`config.mk`:
```
export PLATFORM = sky130hd
export DESIGN_NAME = apf_axis_follower
export DESIGN_NICKNAME = d
export VERILOG_FILES = /design/src/verilog/apf_pkg.sv /design/src/verilog/apf_axis_follower.sv /design/src/verilog/apf_ratio_scaler.sv
export SDC_FILE = /design/constraint.sdc
export NUM_CORES = 2
export LEC_CHECK = 0
export BUFFER_PORTS_ARGS = -buffer_cell sky130_fd_sc_hd__buf_2
export CORE_ASPECT_RATIO = 0.7
export CORE_UTILIZATION = 48
export CTS_BUF_LIST = sky130_fd_sc_hd__clkbuf_8 sky130_fd_sc_hd__clkbuf_16
export CTS_CLUSTER_DIAMETER = 200
export DETAILED_ROUTE_END_ITERATION = 7
export PLACE_DENSITY = 0.67
export SLEW_MARGIN = 10
export SYNTH_ARGS = -nofsm -noshare
export SYNTH_HDL_FRONTEND = slang
export SYNTH_HIERARCHICAL = 1
export SYNTH_SLANG_ARGS = --single-unit
export TNS_END_PERCENT = 20
```
`constraint.sdc`:
```
create_clock -name clk -period 11.8 [get_ports clk]
set_clock_uncertainty 0.15 [all_clocks]
set_input_delay 1.77 -clock clk [delete_from_list [all_inputs] [get_ports clk]]
set_output_delay 1.77 -clock clk [all_outputs]
set_load 0.02 [all_outputs]
```
`src/verilog/apf_pkg.sv`:
```
// Purpose: shared constants, carriers and helpers of the axis position and ratio follower
// Assumes: 50 MHz clock, 32-bit register port, ratios as signed Q16.16
// Notes: all register offsets are byte addresses on the plain register port
package apf_pkg;
	// clock and step timing
	localparam int CLK_PERIOD_NS = 20;
	localparam int STEP_GAP_NS = 2000; // least time between two steps of one drive
	localparam int STEP_HIGH_NS = 1000; // step clock high time
	localparam int STEP_GAP_CYC = (STEP_GAP_NS + CLK_PERIOD_NS - 1) / CLK_PERIOD_NS;
	localparam int STEP_HIGH_CYC = (STEP_HIGH_NS + CLK_PERIOD_NS - 1) / CLK_PERIOD_NS;
	localparam int GAP_W = $clog2(STEP_GAP_CYC + 1);

	// register offsets
	localparam logic [7:0] OFS_CONTROL = 8'h00;
	localparam logic [7:0] OFS_MOTOR_SCALE = 8'h04;
	localparam logic [7:0] OFS_ENCODER_SCALE = 8'h08;
	localparam logic [7:0] OFS_FOLLOWER_SCALE = 8'h0C;
	localparam logic [7:0] OFS_SEC_RATIO = 8'h10;
	localparam logic [7:0] OFS_MOVE = 8'h14;
	localparam logic [7:0] OFS_STEP_CNT = 8'h18;
	localparam logic [7:0] OFS_ENC_CNT = 8'h1C;
	localparam logic [7:0] OFS_POSITION = 8'h20;
	localparam logic [7:0] OFS_ERROR = 8'h24;
	localparam logic [7:0] OFS_LINE0 = 8'h28; // pair 13-14, then 15-16, 17-18 every four bytes
	localparam logic [7:0] OFS_STATUS = 8'h34;

	// values after reset and fixed codes
	localparam logic [31:0] RST_SCALE = 32'h0000_0001;
	localparam logic [31:0] RST_RATIO = 32'h0001_0000; // 1.0
	localparam logic [31:0] RATIO_ONE = 32'h0001_0000;
	localparam logic signed [31:0] RATIO_MAX = 32'sh0002_0000;
	localparam logic signed [31:0] RATIO_MIN = 32'shFFFE_0000;
	localparam logic [15:0] ERR_NONE = 16'h0000;
	localparam logic [15:0] ERR_RATIO_RANGE = 16'h232C;
	localparam logic [2:0] CLK_QUAD = 3'h1;
	localparam logic [2:0] CLK_STEP_DIR = 3'h2;

	typedef struct packed {
		logic [1:0] follower_source; // 0: pair 13-14, 1: 15-16, 2: 17-18
		logic fault_lamp_enable;
		logic secondary_ratio_enable;
		logic follower_enable;
		logic encoder_feedback_enable;
	} apf_ctrl_type;

	typedef struct packed {
		logic ratio;
		logic [2:0] clk_type;
		logic edge_trig;
		logic high_true;
		logic is_output;
		logic [3:0] io_type;
	} apf_line_type;

	typedef struct packed {
		logic pulse;
		logic dir; // 1 = forward
	} apf_step_type;

	localparam apf_ctrl_type RST_CTRL = '0;
	localparam apf_line_type RST_LINE = '{ratio: 1'b0, clk_type: CLK_QUAD, edge_trig: 1'b1,
		high_true: 1'b0, is_output: 1'b0, io_type: 4'h0};

	function automatic logic [31:0] apf_abs(logic [31:0] v);
		return v[31] ? 32'(-v) : v;
	endfunction

	// one count per edge of either channel; {a,b} in bit 1 and bit 0
	function automatic apf_step_type quad_step(logic [1:0] prev, logic [1:0] now);
		apf_step_type s;
		s.pulse = ^(prev ^ now);
		s.dir = ~(prev[1] ^ now[0]);
		return s;
	endfunction
endpackage

```
`src/verilog/apf_axis_follower.sv`:
```
// Purpose: position tracking, follower and secondary axis step logic of one motion axis
// Assumes: pair inputs synchronous to clk; firmware writes registers on the plain port
// Notes: pair 0 is lines 13-14, pair 1 is 15-16, pair 2 is 17-18; a on odd line, b on even
`timescale 1ns/1ps
// Overview of operation
// - count every step pulse issued to the primary drive
// - without encoder feedback, position is step count divided by motor scale
// - with encoder feedback, position is encoder count divided by encoder scale
// - encoder pulses on pairs 13 and 14 accumulate in the encoder counter
// - quadrature counts every edge of both channels, four per line
// - relative moves still scale by motor scale; position comes from encoder
// - follower clock comes from pair 13-14, 15-16 or 17-18 set as ratio input
// - follower enable makes primary steps track the selected clock input
// - primary step rate equals input count rate times follower scale
// - secondary drive uses pair 15-16, else pair 13-14, set for ratio mode
// - secondary ratio enable makes secondary steps follow primary steps scaled
// - a secondary ratio of two or more, or of minus two or less, is refused with error 9004
// - fault lamp lights on any error only while lamp enable is set
// - line direction field one makes the pair an output, zero an input
// - clock type two is step/direction, one is quadrature
module apf_axis_follower (
	input wire logic clk,
	input wire logic rst_b,
	input wire logic [7:0] addr,
	input wire logic [31:0] wr_data,
	input wire logic wr_en,
	input wire logic rd_en,
	output logic [31:0] rd_data,
	input wire logic [2:0] pair_in_a,
	input wire logic [2:0] pair_in_b,
	output logic [2:0] pair_out_a,
	output logic [2:0] pair_out_b,
	output logic [2:0] pair_oe,
	output logic step_out,
	output logic dir_out,
	output logic fault_lamp
);
	typedef enum logic [1:0] {DIV_IDLE, DIV_RUN, DIV_DONE} apf_div_type;

	apf_pkg::apf_ctrl_type ctrl;
	apf_pkg::apf_line_type line_setup [3];
	logic [31:0] motor_scale;
	logic [31:0] encoder_scale;
	logic [31:0] follower_scale;
	logic [31:0] secondary_ratio;
	logic [31:0] step_pulse_counter;
	logic [31:0] encoder_pulse_counter;
	logic [31:0] position_user_units;
	logic [15:0] error_code;
	logic [31:0] move_left;
	logic move_dir;
	logic [2:0] prev_a;
	logic [2:0] prev_b;
	logic [apf_pkg::GAP_W-1:0] gap [2];
	logic [1:0] step_hi;
	logic [1:0] step_dir;
	apf_div_type div_state;
	logic [31:0] div_quo;
	logic [31:0] div_rem;
	logic [31:0] div_den;
	logic [4:0] div_cnt;
	logic div_neg;

	logic [1:0] evt;
	logic [1:0] evt_dir;
	logic [1:0] fol_sel;
	logic fol_active;
	logic sec_on_15;
	logic sec_on_13;
	logic sec_active;
	logic ratio_ok;
	logic [32:0] div_sh;
	logic [63:0] move_prod;
	apf_pkg::apf_step_type enc_evt;
	apf_pkg::apf_step_type fol_in;
	apf_pkg::apf_step_type fol_out;
	apf_pkg::apf_step_type sec_out;
	apf_pkg::apf_step_type pri_step;

	function automatic logic wr_hit(logic [7:0] a, logic [7:0] ofs, logic en);
		return en && (a == ofs);
	endfunction

	// secondary output pair: output, step/direction type, ratio mode
	function automatic logic sec_pair_ok(apf_pkg::apf_line_type cfg);
		return cfg.is_output && cfg.ratio && (cfg.clk_type == apf_pkg::CLK_STEP_DIR);
	endfunction

	// step event from a clock input, by its configured clock type
	function automatic apf_pkg::apf_step_type src_step(apf_pkg::apf_line_type cfg,
		logic [1:0] prev, logic [1:0] now);
		apf_pkg::apf_step_type s;
		s = apf_pkg::quad_step(prev, now);
		if (cfg.clk_type == apf_pkg::CLK_STEP_DIR) begin
			s.pulse = !prev[1] && now[1];
			s.dir = now[0];
		end
		return s;
	endfunction

	// source selection and event decode
	always_comb begin
		fol_sel = (ctrl.follower_source == 2'h3) ? 2'h0 : ctrl.follower_source;
		fol_active = ctrl.follower_enable && (ctrl.follower_source != 2'h3)
			&& !line_setup[fol_sel].is_output && line_setup[fol_sel].ratio
			&& (line_setup[fol_sel].clk_type == apf_pkg::CLK_QUAD
			|| line_setup[fol_sel].clk_type == apf_pkg::CLK_STEP_DIR);
		fol_in = src_step(line_setup[fol_sel], {prev_a[fol_sel], prev_b[fol_sel]},
			{pair_in_a[fol_sel], pair_in_b[fol_sel]});
		fol_in.pulse = fol_in.pulse && fol_active;
		enc_evt = apf_pkg::quad_step({prev_a[0], prev_b[0]}, {pair_in_a[0], pair_in_b[0]});
		enc_evt.pulse = enc_evt.pulse && !line_setup[0].is_output
			&& (line_setup[0].clk_type == apf_pkg::CLK_QUAD);
		sec_on_15 = sec_pair_ok(line_setup[1]);
		sec_on_13 = sec_pair_ok(line_setup[0]);
		sec_active = ctrl.secondary_ratio_enable && (sec_on_15 || sec_on_13);
		if (fol_active) begin
			evt[0] = fol_out.pulse;
			evt_dir[0] = fol_out.dir;
		end else begin
			evt[0] = (move_left != 32'h0) && (gap[0] == '0);
			evt_dir[0] = move_dir;
		end
		evt[1] = sec_out.pulse;
		evt_dir[1] = sec_out.dir;
		// primary step as seen by the secondary scaler
		pri_step.pulse = evt[0];
		pri_step.dir = evt_dir[0];
		ratio_ok = ($signed(wr_data) > apf_pkg::RATIO_MIN) && ($signed(wr_data) < apf_pkg::RATIO_MAX);
		move_prod = 64'(apf_pkg::apf_abs(wr_data)) * 64'(motor_scale);
		div_sh = {div_rem, div_quo[31]};
	end

	apf_ratio_scaler u_follower (
		.clk(clk),
		.rst_b(rst_b),
		.enable(fol_active),
		.ratio(follower_scale),
		.in_step(fol_in),
		.out_ready(gap[0] == '0),
		.out_step(fol_out)
	);

	apf_ratio_scaler u_secondary (
		.clk(clk),
		.rst_b(rst_b),
		.enable(sec_active),
		.ratio(secondary_ratio),
		.in_step(pri_step),
		.out_ready(gap[1] == '0),
		.out_step(sec_out)
	);

	// configuration registers; a refused ratio keeps the old value
	always_ff @(posedge clk) begin
		if (!rst_b) begin
			ctrl <= apf_pkg::RST_CTRL;
			motor_scale <= apf_pkg::RST_SCALE;
			encoder_scale <= apf_pkg::RST_SCALE;
			follower_scale <= apf_pkg::RST_RATIO;
			secondary_ratio <= apf_pkg::RST_RATIO;
			for (int i = 0; i < 3; i++)
				line_setup[i] <= apf_pkg::RST_LINE;
		end else begin
			if (wr_hit(addr, apf_pkg::OFS_CONTROL, wr_en))
				ctrl <= apf_pkg::apf_ctrl_type'(wr_data[5:0]);
			if (wr_hit(addr, apf_pkg::OFS_MOTOR_SCALE, wr_en))
				motor_scale <= wr_data;
			if (wr_hit(addr, apf_pkg::OFS_ENCODER_SCALE, wr_en))
				encoder_scale <= wr_data;
			if (wr_hit(addr, apf_pkg::OFS_FOLLOWER_SCALE, wr_en))
				follower_scale <= wr_data;
			if (wr_hit(addr, apf_pkg::OFS_SEC_RATIO, wr_en) && ratio_ok)
				secondary_ratio <= wr_data;
			for (int i = 0; i < 3; i++)
				if (wr_hit(addr, apf_pkg::OFS_LINE0 + 8'(4 * i), wr_en))
					line_setup[i] <= apf_pkg::apf_line_type'(wr_data[10:0]);
		end
	end

	// error code: a new error wins over a clearing write in the same cycle
	always_ff @(posedge clk) begin
		if (!rst_b) begin
			error_code <= apf_pkg::ERR_NONE;
		end else if (wr_hit(addr, apf_pkg::OFS_SEC_RATIO, wr_en) && !ratio_ok) begin
			error_code <= apf_pkg::ERR_RATIO_RANGE;
		end else if (wr_hit(addr, apf_pkg::OFS_ERROR, wr_en)) begin
			error_code <= apf_pkg::ERR_NONE;
		end
	end

	always_ff @(posedge clk) begin
		if (!rst_b)
			fault_lamp <= 1'b0;
		else
			fault_lamp <= ctrl.fault_lamp_enable && (error_code != apf_pkg::ERR_NONE);
	end

	// relative move: steps left and direction; new command replaces the old one
	always_ff @(posedge clk) begin
		if (!rst_b) begin
			move_left <= 32'h0;
			move_dir <= 1'b1;
		end else if (wr_hit(addr, apf_pkg::OFS_MOVE, wr_en)) begin
			move_left <= move_prod[31:0];
			move_dir <= !wr_data[31];
		end else if (evt[0] && !fol_active) begin
			move_left <= move_left - 32'h1;
		end
	end

	// step pulse shaping for primary (0) and secondary (1) drives
	always_ff @(posedge clk) begin
		if (!rst_b) begin
			step_hi <= 2'h0;
			step_dir <= 2'h3;
			for (int c = 0; c < 2; c++)
				gap[c] <= '0;
		end else begin
			for (int c = 0; c < 2; c++) begin
				if (evt[c]) begin
					gap[c] <= apf_pkg::GAP_W'(apf_pkg::STEP_GAP_CYC - 1);
					step_hi[c] <= 1'b1;
					step_dir[c] <= evt_dir[c];
				end else begin
					if (gap[c] != '0)
						gap[c] <= gap[c] - 1'b1;
					if (gap[c] == apf_pkg::GAP_W'(apf_pkg::STEP_GAP_CYC - apf_pkg::STEP_HIGH_CYC))
						step_hi[c] <= 1'b0;
				end
			end
		end
	end

	assign step_out = step_hi[0];
	assign dir_out = step_dir[0];

	always_ff @(posedge clk) begin
		if (!rst_b) begin
			pair_oe <= 3'h0;
			pair_out_a <= 3'h0;
			pair_out_b <= 3'h0;
		end else begin
			for (int p = 0; p < 3; p++)
				pair_oe[p] <= line_setup[p].is_output;
			// step on a, direction on b
			pair_out_a <= 3'h0;
			pair_out_b <= 3'h0;
			if (sec_active && sec_on_15) begin
				pair_out_a[1] <= step_hi[1];
				pair_out_b[1] <= step_dir[1];
			end else if (sec_active) begin
				pair_out_a[0] <= step_hi[1];
				pair_out_b[0] <= step_dir[1];
			end
		end
	end

	// input history for edge decode
	always_ff @(posedge clk) begin
		if (!rst_b) begin
			prev_a <= 3'h0;
			prev_b <= 3'h0;
		end else begin
			prev_a <= pair_in_a;
			prev_b <= pair_in_b;
		end
	end

	// counters; a software write presets them and takes priority
	always_ff @(posedge clk) begin
		if (!rst_b) begin
			step_pulse_counter <= 32'h0;
			encoder_pulse_counter <= 32'h0;
		end else begin
			if (wr_hit(addr, apf_pkg::OFS_STEP_CNT, wr_en))
				step_pulse_counter <= wr_data;
			else if (evt[0])
				step_pulse_counter <= evt_dir[0] ? step_pulse_counter + 32'h1 : step_pulse_counter - 32'h1;
			if (wr_hit(addr, apf_pkg::OFS_ENC_CNT, wr_en))
				encoder_pulse_counter <= wr_data;
			else if (enc_evt.pulse)
				encoder_pulse_counter <= enc_evt.dir ? encoder_pulse_counter + 32'h1
					: encoder_pulse_counter - 32'h1;
		end
	end

	// position divider runs continuously; a zero scale gives position zero
	always_ff @(posedge clk) begin
		if (!rst_b) begin
			div_state <= DIV_IDLE;
			div_quo <= 32'h0;
			div_rem <= 32'h0;
			div_den <= apf_pkg::RST_SCALE;
			div_cnt <= 5'h0;
			div_neg <= 1'b0;
			position_user_units <= 32'h0;
		end else begin
			unique case (div_state)
				DIV_IDLE: begin
					div_rem <= 32'h0;
					div_cnt <= 5'h1F;
					if (ctrl.encoder_feedback_enable) begin
						div_neg <= encoder_pulse_counter[31];
						div_quo <= apf_pkg::apf_abs(encoder_pulse_counter);
						div_den <= encoder_scale;
					end else begin
						div_neg <= step_pulse_counter[31];
						div_quo <= apf_pkg::apf_abs(step_pulse_counter);
						div_den <= motor_scale;
					end
					div_state <= DIV_RUN;
				end
				DIV_RUN: begin
					if (div_sh >= {1'b0, div_den}) begin
						div_rem <= 32'(div_sh - {1'b0, div_den});
						div_quo <= {div_quo[30:0], 1'b1};
					end else begin
						div_rem <= div_sh[31:0];
						div_quo <= {div_quo[30:0], 1'b0};
					end
					div_cnt <= div_cnt - 5'h1;
					if (div_cnt == 5'h0)
						div_state <= DIV_DONE;
				end
				DIV_DONE: begin
					if (div_den == 32'h0)
						position_user_units <= 32'h0;
					else
						position_user_units <= div_neg ? 32'(-div_quo) : div_quo;
					div_state <= DIV_IDLE;
				end
			endcase
		end
	end

	// read data stands for exactly one cycle after the strobe
	always_ff @(posedge clk) begin
		if (!rst_b || !rd_en) begin
			rd_data <= 32'h0;
		end else begin
			unique case (addr)
				apf_pkg::OFS_CONTROL: rd_data <= 32'(ctrl);
				apf_pkg::OFS_MOTOR_SCALE: rd_data <= motor_scale;
				apf_pkg::OFS_ENCODER_SCALE: rd_data <= encoder_scale;
				apf_pkg::OFS_FOLLOWER_SCALE: rd_data <= follower_scale;
				apf_pkg::OFS_SEC_RATIO: rd_data <= secondary_ratio;
				apf_pkg::OFS_MOVE: rd_data <= move_left;
				apf_pkg::OFS_STEP_CNT: rd_data <= step_pulse_counter;
				apf_pkg::OFS_ENC_CNT: rd_data <= encoder_pulse_counter;
				apf_pkg::OFS_POSITION: rd_data <= position_user_units;
				apf_pkg::OFS_ERROR: rd_data <= 32'(error_code);
				apf_pkg::OFS_LINE0: rd_data <= 32'(line_setup[0]);
				apf_pkg::OFS_LINE0 + 8'h04: rd_data <= 32'(line_setup[1]);
				apf_pkg::OFS_LINE0 + 8'h08: rd_data <= 32'(line_setup[2]);
				apf_pkg::OFS_STATUS: rd_data <= {28'h0, fol_active, sec_active, move_left != 32'h0,
					div_state != DIV_IDLE};
				default: rd_data <= 32'h0;
			endcase
		end
	end

	a_step_count_up: assert property (@(posedge clk) disable iff (!rst_b)
		evt[0] && evt_dir[0] && !wr_en |=> step_pulse_counter == $past(step_pulse_counter) + 32'h1)
		else $error("step counter missed a forward step");
	a_motor_divisor: assert property (@(posedge clk) disable iff (!rst_b)
		div_state == DIV_IDLE && !ctrl.encoder_feedback_enable |=> div_den == $past(motor_scale))
		else $error("position not divided by motor scale");
	a_encoder_divisor: assert property (@(posedge clk) disable iff (!rst_b)
		div_state == DIV_IDLE && ctrl.encoder_feedback_enable |=> div_den == $past(encoder_scale))
		else $error("position not divided by encoder scale");
	a_encoder_edge_count: assert property (@(posedge clk) disable iff (!rst_b)
		enc_evt.pulse && !enc_evt.dir && !wr_en
		|=> encoder_pulse_counter == $past(encoder_pulse_counter) - 32'h1)
		else $error("encoder counter missed a reverse edge");
	a_follower_only: assert property (@(posedge clk) disable iff (!rst_b)
		!ctrl.follower_enable |=> !fol_out.pulse)
		else $error("follower step while follower mode off");
	a_sec_idle: assert property (@(posedge clk) disable iff (!rst_b)
		!sec_active ##1 !sec_active |-> !evt[1])
		else $error("secondary step while ratio mode off");
	a_ratio_refused: assert property (@(posedge clk) disable iff (!rst_b)
		wr_en && addr == apf_pkg::OFS_SEC_RATIO && !ratio_ok
		|=> error_code == apf_pkg::ERR_RATIO_RANGE && $stable(secondary_ratio))
		else $error("out of range ratio was not refused");
	a_fault_lamp_on: assert property (@(posedge clk) disable iff (!rst_b)
		(ctrl.fault_lamp_enable && error_code != apf_pkg::ERR_NONE) [*2] |-> fault_lamp)
		else $error("fault lamp dark with error present");
	a_step_width: assert property (@(posedge clk) disable iff (!rst_b)
		$rose(step_out) |-> ##49 step_out ##1 !step_out)
		else $error("primary step high time wrong");
endmodule

```
`src/verilog/apf_ratio_scaler.sv`:
```
// Purpose: scales a stream of step events by a signed Q16.16 ratio
// Assumes: at most one input event per cycle
// Notes: emits only while out_ready, so bursts wait in the accumulator
`timescale 1ns/1ps
module apf_ratio_scaler #(
	parameter int ACC_W = 34
) (
	input wire logic clk,
	input wire logic rst_b,
	input wire logic enable,
	input wire logic [31:0] ratio,
	input wire apf_pkg::apf_step_type in_step,
	input wire logic out_ready,
	output apf_pkg::apf_step_type out_step
);
	logic [ACC_W-1:0] acc;
	logic [ACC_W-1:0] next_acc;
	logic fire;

	// add the ratio magnitude per input event; remainder stays for the next one
	always_comb begin
		next_acc = acc;
		if (in_step.pulse)
			next_acc = acc + ACC_W'(apf_pkg::apf_abs(ratio));
		fire = out_ready && !out_step.pulse && (next_acc >= ACC_W'(apf_pkg::RATIO_ONE));
	end

	always_ff @(posedge clk) begin
		if (!rst_b || !enable) begin
			acc <= '0;
		end else if (fire) begin
			acc <= next_acc - ACC_W'(apf_pkg::RATIO_ONE);
		end else begin
			acc <= next_acc;
		end
	end

	always_ff @(posedge clk) begin
		if (!rst_b) begin
			out_step <= '0;
		end else begin
			out_step.pulse <= enable && fire;
			if (in_step.pulse)
				out_step.dir <= in_step.dir ^ ratio[31];
		end
	end

	a_ratio_direction: assert property (@(posedge clk) disable iff (!rst_b)
		enable && in_step.pulse |=> out_step.dir == ($past(in_step.dir) ^ $past(ratio[31])))
		else $error("scaled direction does not follow ratio sign");
endmodule

```
After elaboration in Yosys (flattened, before gate mapping)
Memories as Yosys holds them, arrays and structs flattened.
Index checks and enable logic that the tools add are counted.
- memories kept: 2
- input bits: 50
- register bits: 497
- memory bits (writable): 47
- mux-type cells: 79
- reduce and logical (&&, ||, !) cells: 76
- multipliers: 1
- bitwise gates (word level): 16
- $lt $le $gt $ge: 6
- $add $sub $neg: 19
- equality and inequality tests: 25
- memory list (memory ; words ; width ; rd ports ; clocked after Yosys merged registers in ; wr ports ; line ; RTL):
    line_setup ; 3 ; 11 ; 4 ; 0 ; 3 ; apf_axis_follower.sv:41 ; apf_pkg::apf_line_type line_setup [3];
    gap ; 2 ; 7 ; 2 ; 0 ; 2 ; apf_axis_follower.sv:54 ; logic [apf_pkg::GAP_W-1:0] gap [2];
- operators with widths (kind ; number):
    $mux W32 ; 18
    $pmux W32 S14 ; 1
    $neg A32 Y32 ; 6
    $mux W34 ; 4
    $pmux W32 S2 ; 2
    $sub A32 B1 Y32 const B ; 3
    $add A34 B32 Y34 ; 2
    $ge A34 B17 Y1 const B ; 2
    $sub A34 B17 Y34 const B ; 2
    $add A32 B1 Y32 const B ; 2
    $eq A8 B6 Y1 const B ; 6
    $logic_and A1 B1 Y1 ; 38
    $mux W1 ; 36
    $ge A33 B32 Y1 ; 1
    $mux W11 ; 3
    $eq A8 B5 Y1 const B ; 4
    $gt A32 B18 Y1 const B ; 1
    $logic_not A32 Y1 ; 1
    $lt A32 B19 Y1 const B ; 1
    $mul A32 B32 Y32 ; 1
    $reduce_bool A32 Y1 ; 1
    $sub A32 B32 Y32 ; 1
    $mux W14 ; 2
    $mux W7 ; 4
    31 further kinds ; 80

Longest topological paths before layout
An unclocked memory read counts as a cell.
- depth after elaboration: 13
- mapped depth: 37
- mapped depth without buffers: 35

Cells and area by module
The synthesis kept the hierarchy.
- by module, submodules not included (module ; cells each ; instances ; area an instance (µm²)):
    apf_axis_follower ; 5278 ; 1 ; 43689.4
    apf_ratio_scaler at u_follower ; 618 ; 1 ; 4613.2
    apf_ratio_scaler at u_secondary ; 624 ; 1 ; 4600.7

Worst setup path before layout
OpenSTA, ideal clock, no wires.
- path kind: input to register
- from: input wr_data[0]
- to: register move_left[31]
- stages on the path: 36
- setup slack: 1.207 ns
- arrival: 10.310 ns
- library setup time: 0.132 ns
- path through: clkbuf_1 inv_1 ha_1 or4b_1 or3_1 o31ai_1 xnor2_1 clkbuf_1 clkbuf_1 nand2_1 fa_1 inv_1 fa_1 inv_1 fa_1 inv_1 fa_1 inv_1 fa_1 inv_1 fa_1 inv_1 fa_1 fa_1 xnor2_1 xnor2_1 xnor2_1 xnor3_1 xor2_1 xnor2_1 xnor2_1 xnor2_1 xnor3_1 xnor2_1 xnor2_1 a21oi_1
- longest elaborated chain between the ends: 4
- RTL lines (what ; line ; RTL):
    from (decl) ; apf_axis_follower.sv:25 ; input wire logic [31:0] wr_data,
    $neg A32 Y32 ; apf_pkg.sv:65 ; return v[31] ? 32'(-v) : v;
    $mux W32 (*) ; apf_pkg.sv:65 ;
    $mul A32 B32 Y32 (*) ; apf_axis_follower.sv:130 ; move_prod = 64'(apf_pkg::apf_abs(wr_data)) * 64'(motor_scale);
    $mux W32 (*) ; apf_axis_follower.sv:204 ; end else if (wr_hit(addr, apf_pkg::OFS_MOVE, wr_en)) begin
    to (signal assigned) ; apf_axis_follower.sv:205 ; move_left <= move_prod[31:0];
    to (signal assigned) ; apf_axis_follower.sv:208 ; move_left <= move_left - 32'h1;
    to (decl) ; apf_axis_follower.sv:50 ; logic [31:0] move_left;
Every way passes the cells marked *; elsewhere a longest branch is shown, timed or not.
A chain may end at the register's enable or synchronous reset.

Final worst setup path
Same ends and word-level chain as after synthesis.

==> flow_summary.yaml <==
clock_tree:
  postCtsHoldBufs: 0
  cts.htree.levels: 2
  cts_sinks: 537
  cts_resized: 0
  cts_setup_buffers: 0
  cts_tree: "built"
  clk_path_buf_depth: 3
  cts-root-buf: "clkbuf_16"
  cts_inserted_buffers: 54
  clkLatencyLatePin_ns: 0.68
  cts.reportedPaths.clkPinSlew_ns: 0.06
floorplanning:
  die_w_um: 398.8
  start_util_pct: 48.62
  die_height_um: 279.8
  core_um2: 108800
  row_count: 101
  die_area_um2: 111600
  io-pin-count: 94
worst_setup_path:
  worstSetupPathType: "in2reg"
  worstPathMaxFanout: 8
  slowest_stage: "or4b_1"
  critPathRequiredTime_ns: 12.16
  endpoint_kind: "flop"
  arrival_ns: 11.12
  cpPeakStageDelay_ns: 0.62
  cpMostUsedCell: "fa_1"
  crit_path_start_kind: "input port"
logic_synthesis:
  synthDistinctLibCells: 110
  synth_cells: 6520
  synth_top_cell_area_share_pct: 18.54
  ys_seq_area_share_pct: 21.21
  yosys-top-cells-area: "dfxtp_1, fa_1, ha_1"
  synth_top_area_cell: "dfxtp_1"
  syn_area_per_cell_um2: 8.114
  yosys_warnings: 6
  netlist_area_um2: 52900
  ys.flop_type: "dfxtp_1"
  postSynth.asyncResetShare_pct: 0
  ys_seq_elements: 537
  synth_edf_count: 47
grt:
  grt_use_total_pct: 35.37
  globalRouteOverflowTotal: 0
  grt_max_degree: 118
  antenna_found_initial: 20
  grt_pass1_vias: 45250
  grt_pass1_wl_mm: 297.5
final_layout:
  area_delta_synth_final_pct: 6.778
  top_regs: "u_follower/acc: 34 flops, u_secondary/acc: 34 flops, line_setup: 33 flops"
  fin_nets: 7153
  drive_gt1_share_pct: 6.784
  fin_area_um2: 56490
timing:
  worst_slack_ns: 1.034
  finalSetupViolCount: 0
  hold_violations: 0
  finalSetupTns_ns: 0
  fmax_mhz: 92.88
  final_max_slew_viol_count: 0
  min_period_ns: 10.77
  slew_headroom_pct: 12.26
  grt_setup_unrepaired: "no"
  fin_crit_sh_pct: 91.24
  worst_pin_slew_ns: 1.316
placement:
  pre_cts_ws_ns: 0.4812
  placed_cell_area_um2: 54680
  dp_hpwl_mm: 153.0
  gp_congestion: 1.019
  port_buffers: 91
min_path:
  hp-class: "reg2reg"
job:
  max_cap_violations: 0
detailed_routing:
  drc: 0
  drtIter0Drc: 5625
  routed_via_density: 6.168
  ant_nets: 0
  dr.pass1.iters: 6
  vias: 48600
  wl_mm: 198.9
  wl_per_cell_um: 25.25
power:
  p_leak_nw: 23.50
  ir_worst_vdd_v: 0.0001110
  pwr_density_cell_nw_per_um2: 114.7
outcome:
  status: "completed"
-- power by group --
part / total [mW] / internal (mW) / switching (mW) / leakage [nW]
Combinational: 2.41 / 0.853 / 1.55 / 18.1
Sequential: 2.25 / 2.00 / 0.245 / 4.43
Clock: 1.83 / 0.978 / 0.847 / 0.924
-- critical path: cells and delay by family --
kind            cells  cell delay (ns)
buf+inv             8             0.52
fa+ha+maj          10             4.55
simple gates        3             1.44
compound gates     10             2.30
xor+xnor            2             0.54
-- path summary, 6_finish.rpt --
| path | from | end | slack (ns) | cells after the start |
|---|---|---|---|---|
| worst max register to register | motor_scale[7] | move_left[31] | 3.25 | 26 |
| worst max-delay path | wr_data[0] | move_left[31] | 1.03 | 33 |
| worst min register to register | step_hi[0] | step_hi[0] | 0.31 | 2 |
| worst min-delay path | step_hi[0] | step_hi[0] | 0.31 | 2 |
-- cell type report --
class	count	area, um2
fill	10340	52320
multi-input combinational	5018	38170
sequential	537	11230
inverter	564	2126
tap	1442	1804
clock buffer	61	1459
timing repair buffer	210	1354
clock inverter	37	325.3
antenna	9	22.52
-- metrics by stage --
| step | power (mW) | utilization [%] | hold slack, ns | std cells |
|---|---|---|---|---|
| floorplan | 3.903 | - | 0.2934 | 6521 |
| finish | 6.478 | 51.92 | 0.3099 | 7878 |
| detailed placement | 4.611 | 50.26 | 0.3035 | 7771 |
| global route | 6.778 | 51.92 | 0.3289 | 7878 |
| CTS | 6.417 | 51.90 | 0.3123 | 7869 |
| global placement | 4.569 | 50.26 | 0.3008 | 7771 |
-- kinds of logic (layout without fill, tap and decap cells) --
group,count (synthesis),after routing,share of synthesized area (%)
fa+ha+maj,718,718,22.84
xor+xnor,435,435,7.348
buf+inv,966,872,7.003
compound gates,1456,1456,17.51
other cells,1,11,0.007088
flops,537,537,21.21
mux,214,214,4.125
simple gates,2193,2193,19.95
-- synthesized netlist by cell type, types with 63 or more instances --
master / instances
xor2_1: 131
o21ai_0: 290
clkbuf_1: 344
nor3_1: 91
nand3_1: 74
ha_1: 305
a21oi_1: 518
xnor2_1: 297
inv_1: 562
nor2_1: 444
and2_1: 338
o31ai_1: 63
dfxtp_1: 490
nand2_1: 843
fa_1: 413
a211oi_1: 92
mux2i_1: 182
-- layer usage --
metal  share of wire, %  vias up  wire length, um  GRT usage [%]
li1                   -    21910                -              -
met1                 45    23610            90460          54.32
met2                 38     2712            74760          45.83
met3                 14      350            27160          11.16
met4                3.2       16             6419          10.70
met5              0.050        -               99              0
-- layout by cell type, fill, tap and decap left out, types with 17 or more instances in the layout --
master       n
nand3_1     73
a211oi_1    92
clkbuf_16   55
a311oi_1    26
nor2_1     440
nand2b_1    51
nand2_1    838
a221oi_1    20
and2_1     338
buf_4      121
o21ai_0    290
o31ai_1     62
o21a_1      26
o41ai_1     30
mux2i_1    181
nor3_1      90
nor2b_1     40
and3_1      28
nor4_1      40
o211ai_1    45
a22oi_1     48
a21o_1      56
nand4_1     58
mux2_2      32
dfxtp_1    487
xnor2_1    289
or4_1       41
inv_1      571
xor2_1     130
a31oi_1     48
a21oi_1    516
edfxtp_1    47
fa_1       413
ha_1       303
o21bai_1    39
or3_1       49
buf_2       89
clkinv_2    17
(Power assumes the default switching activity.)
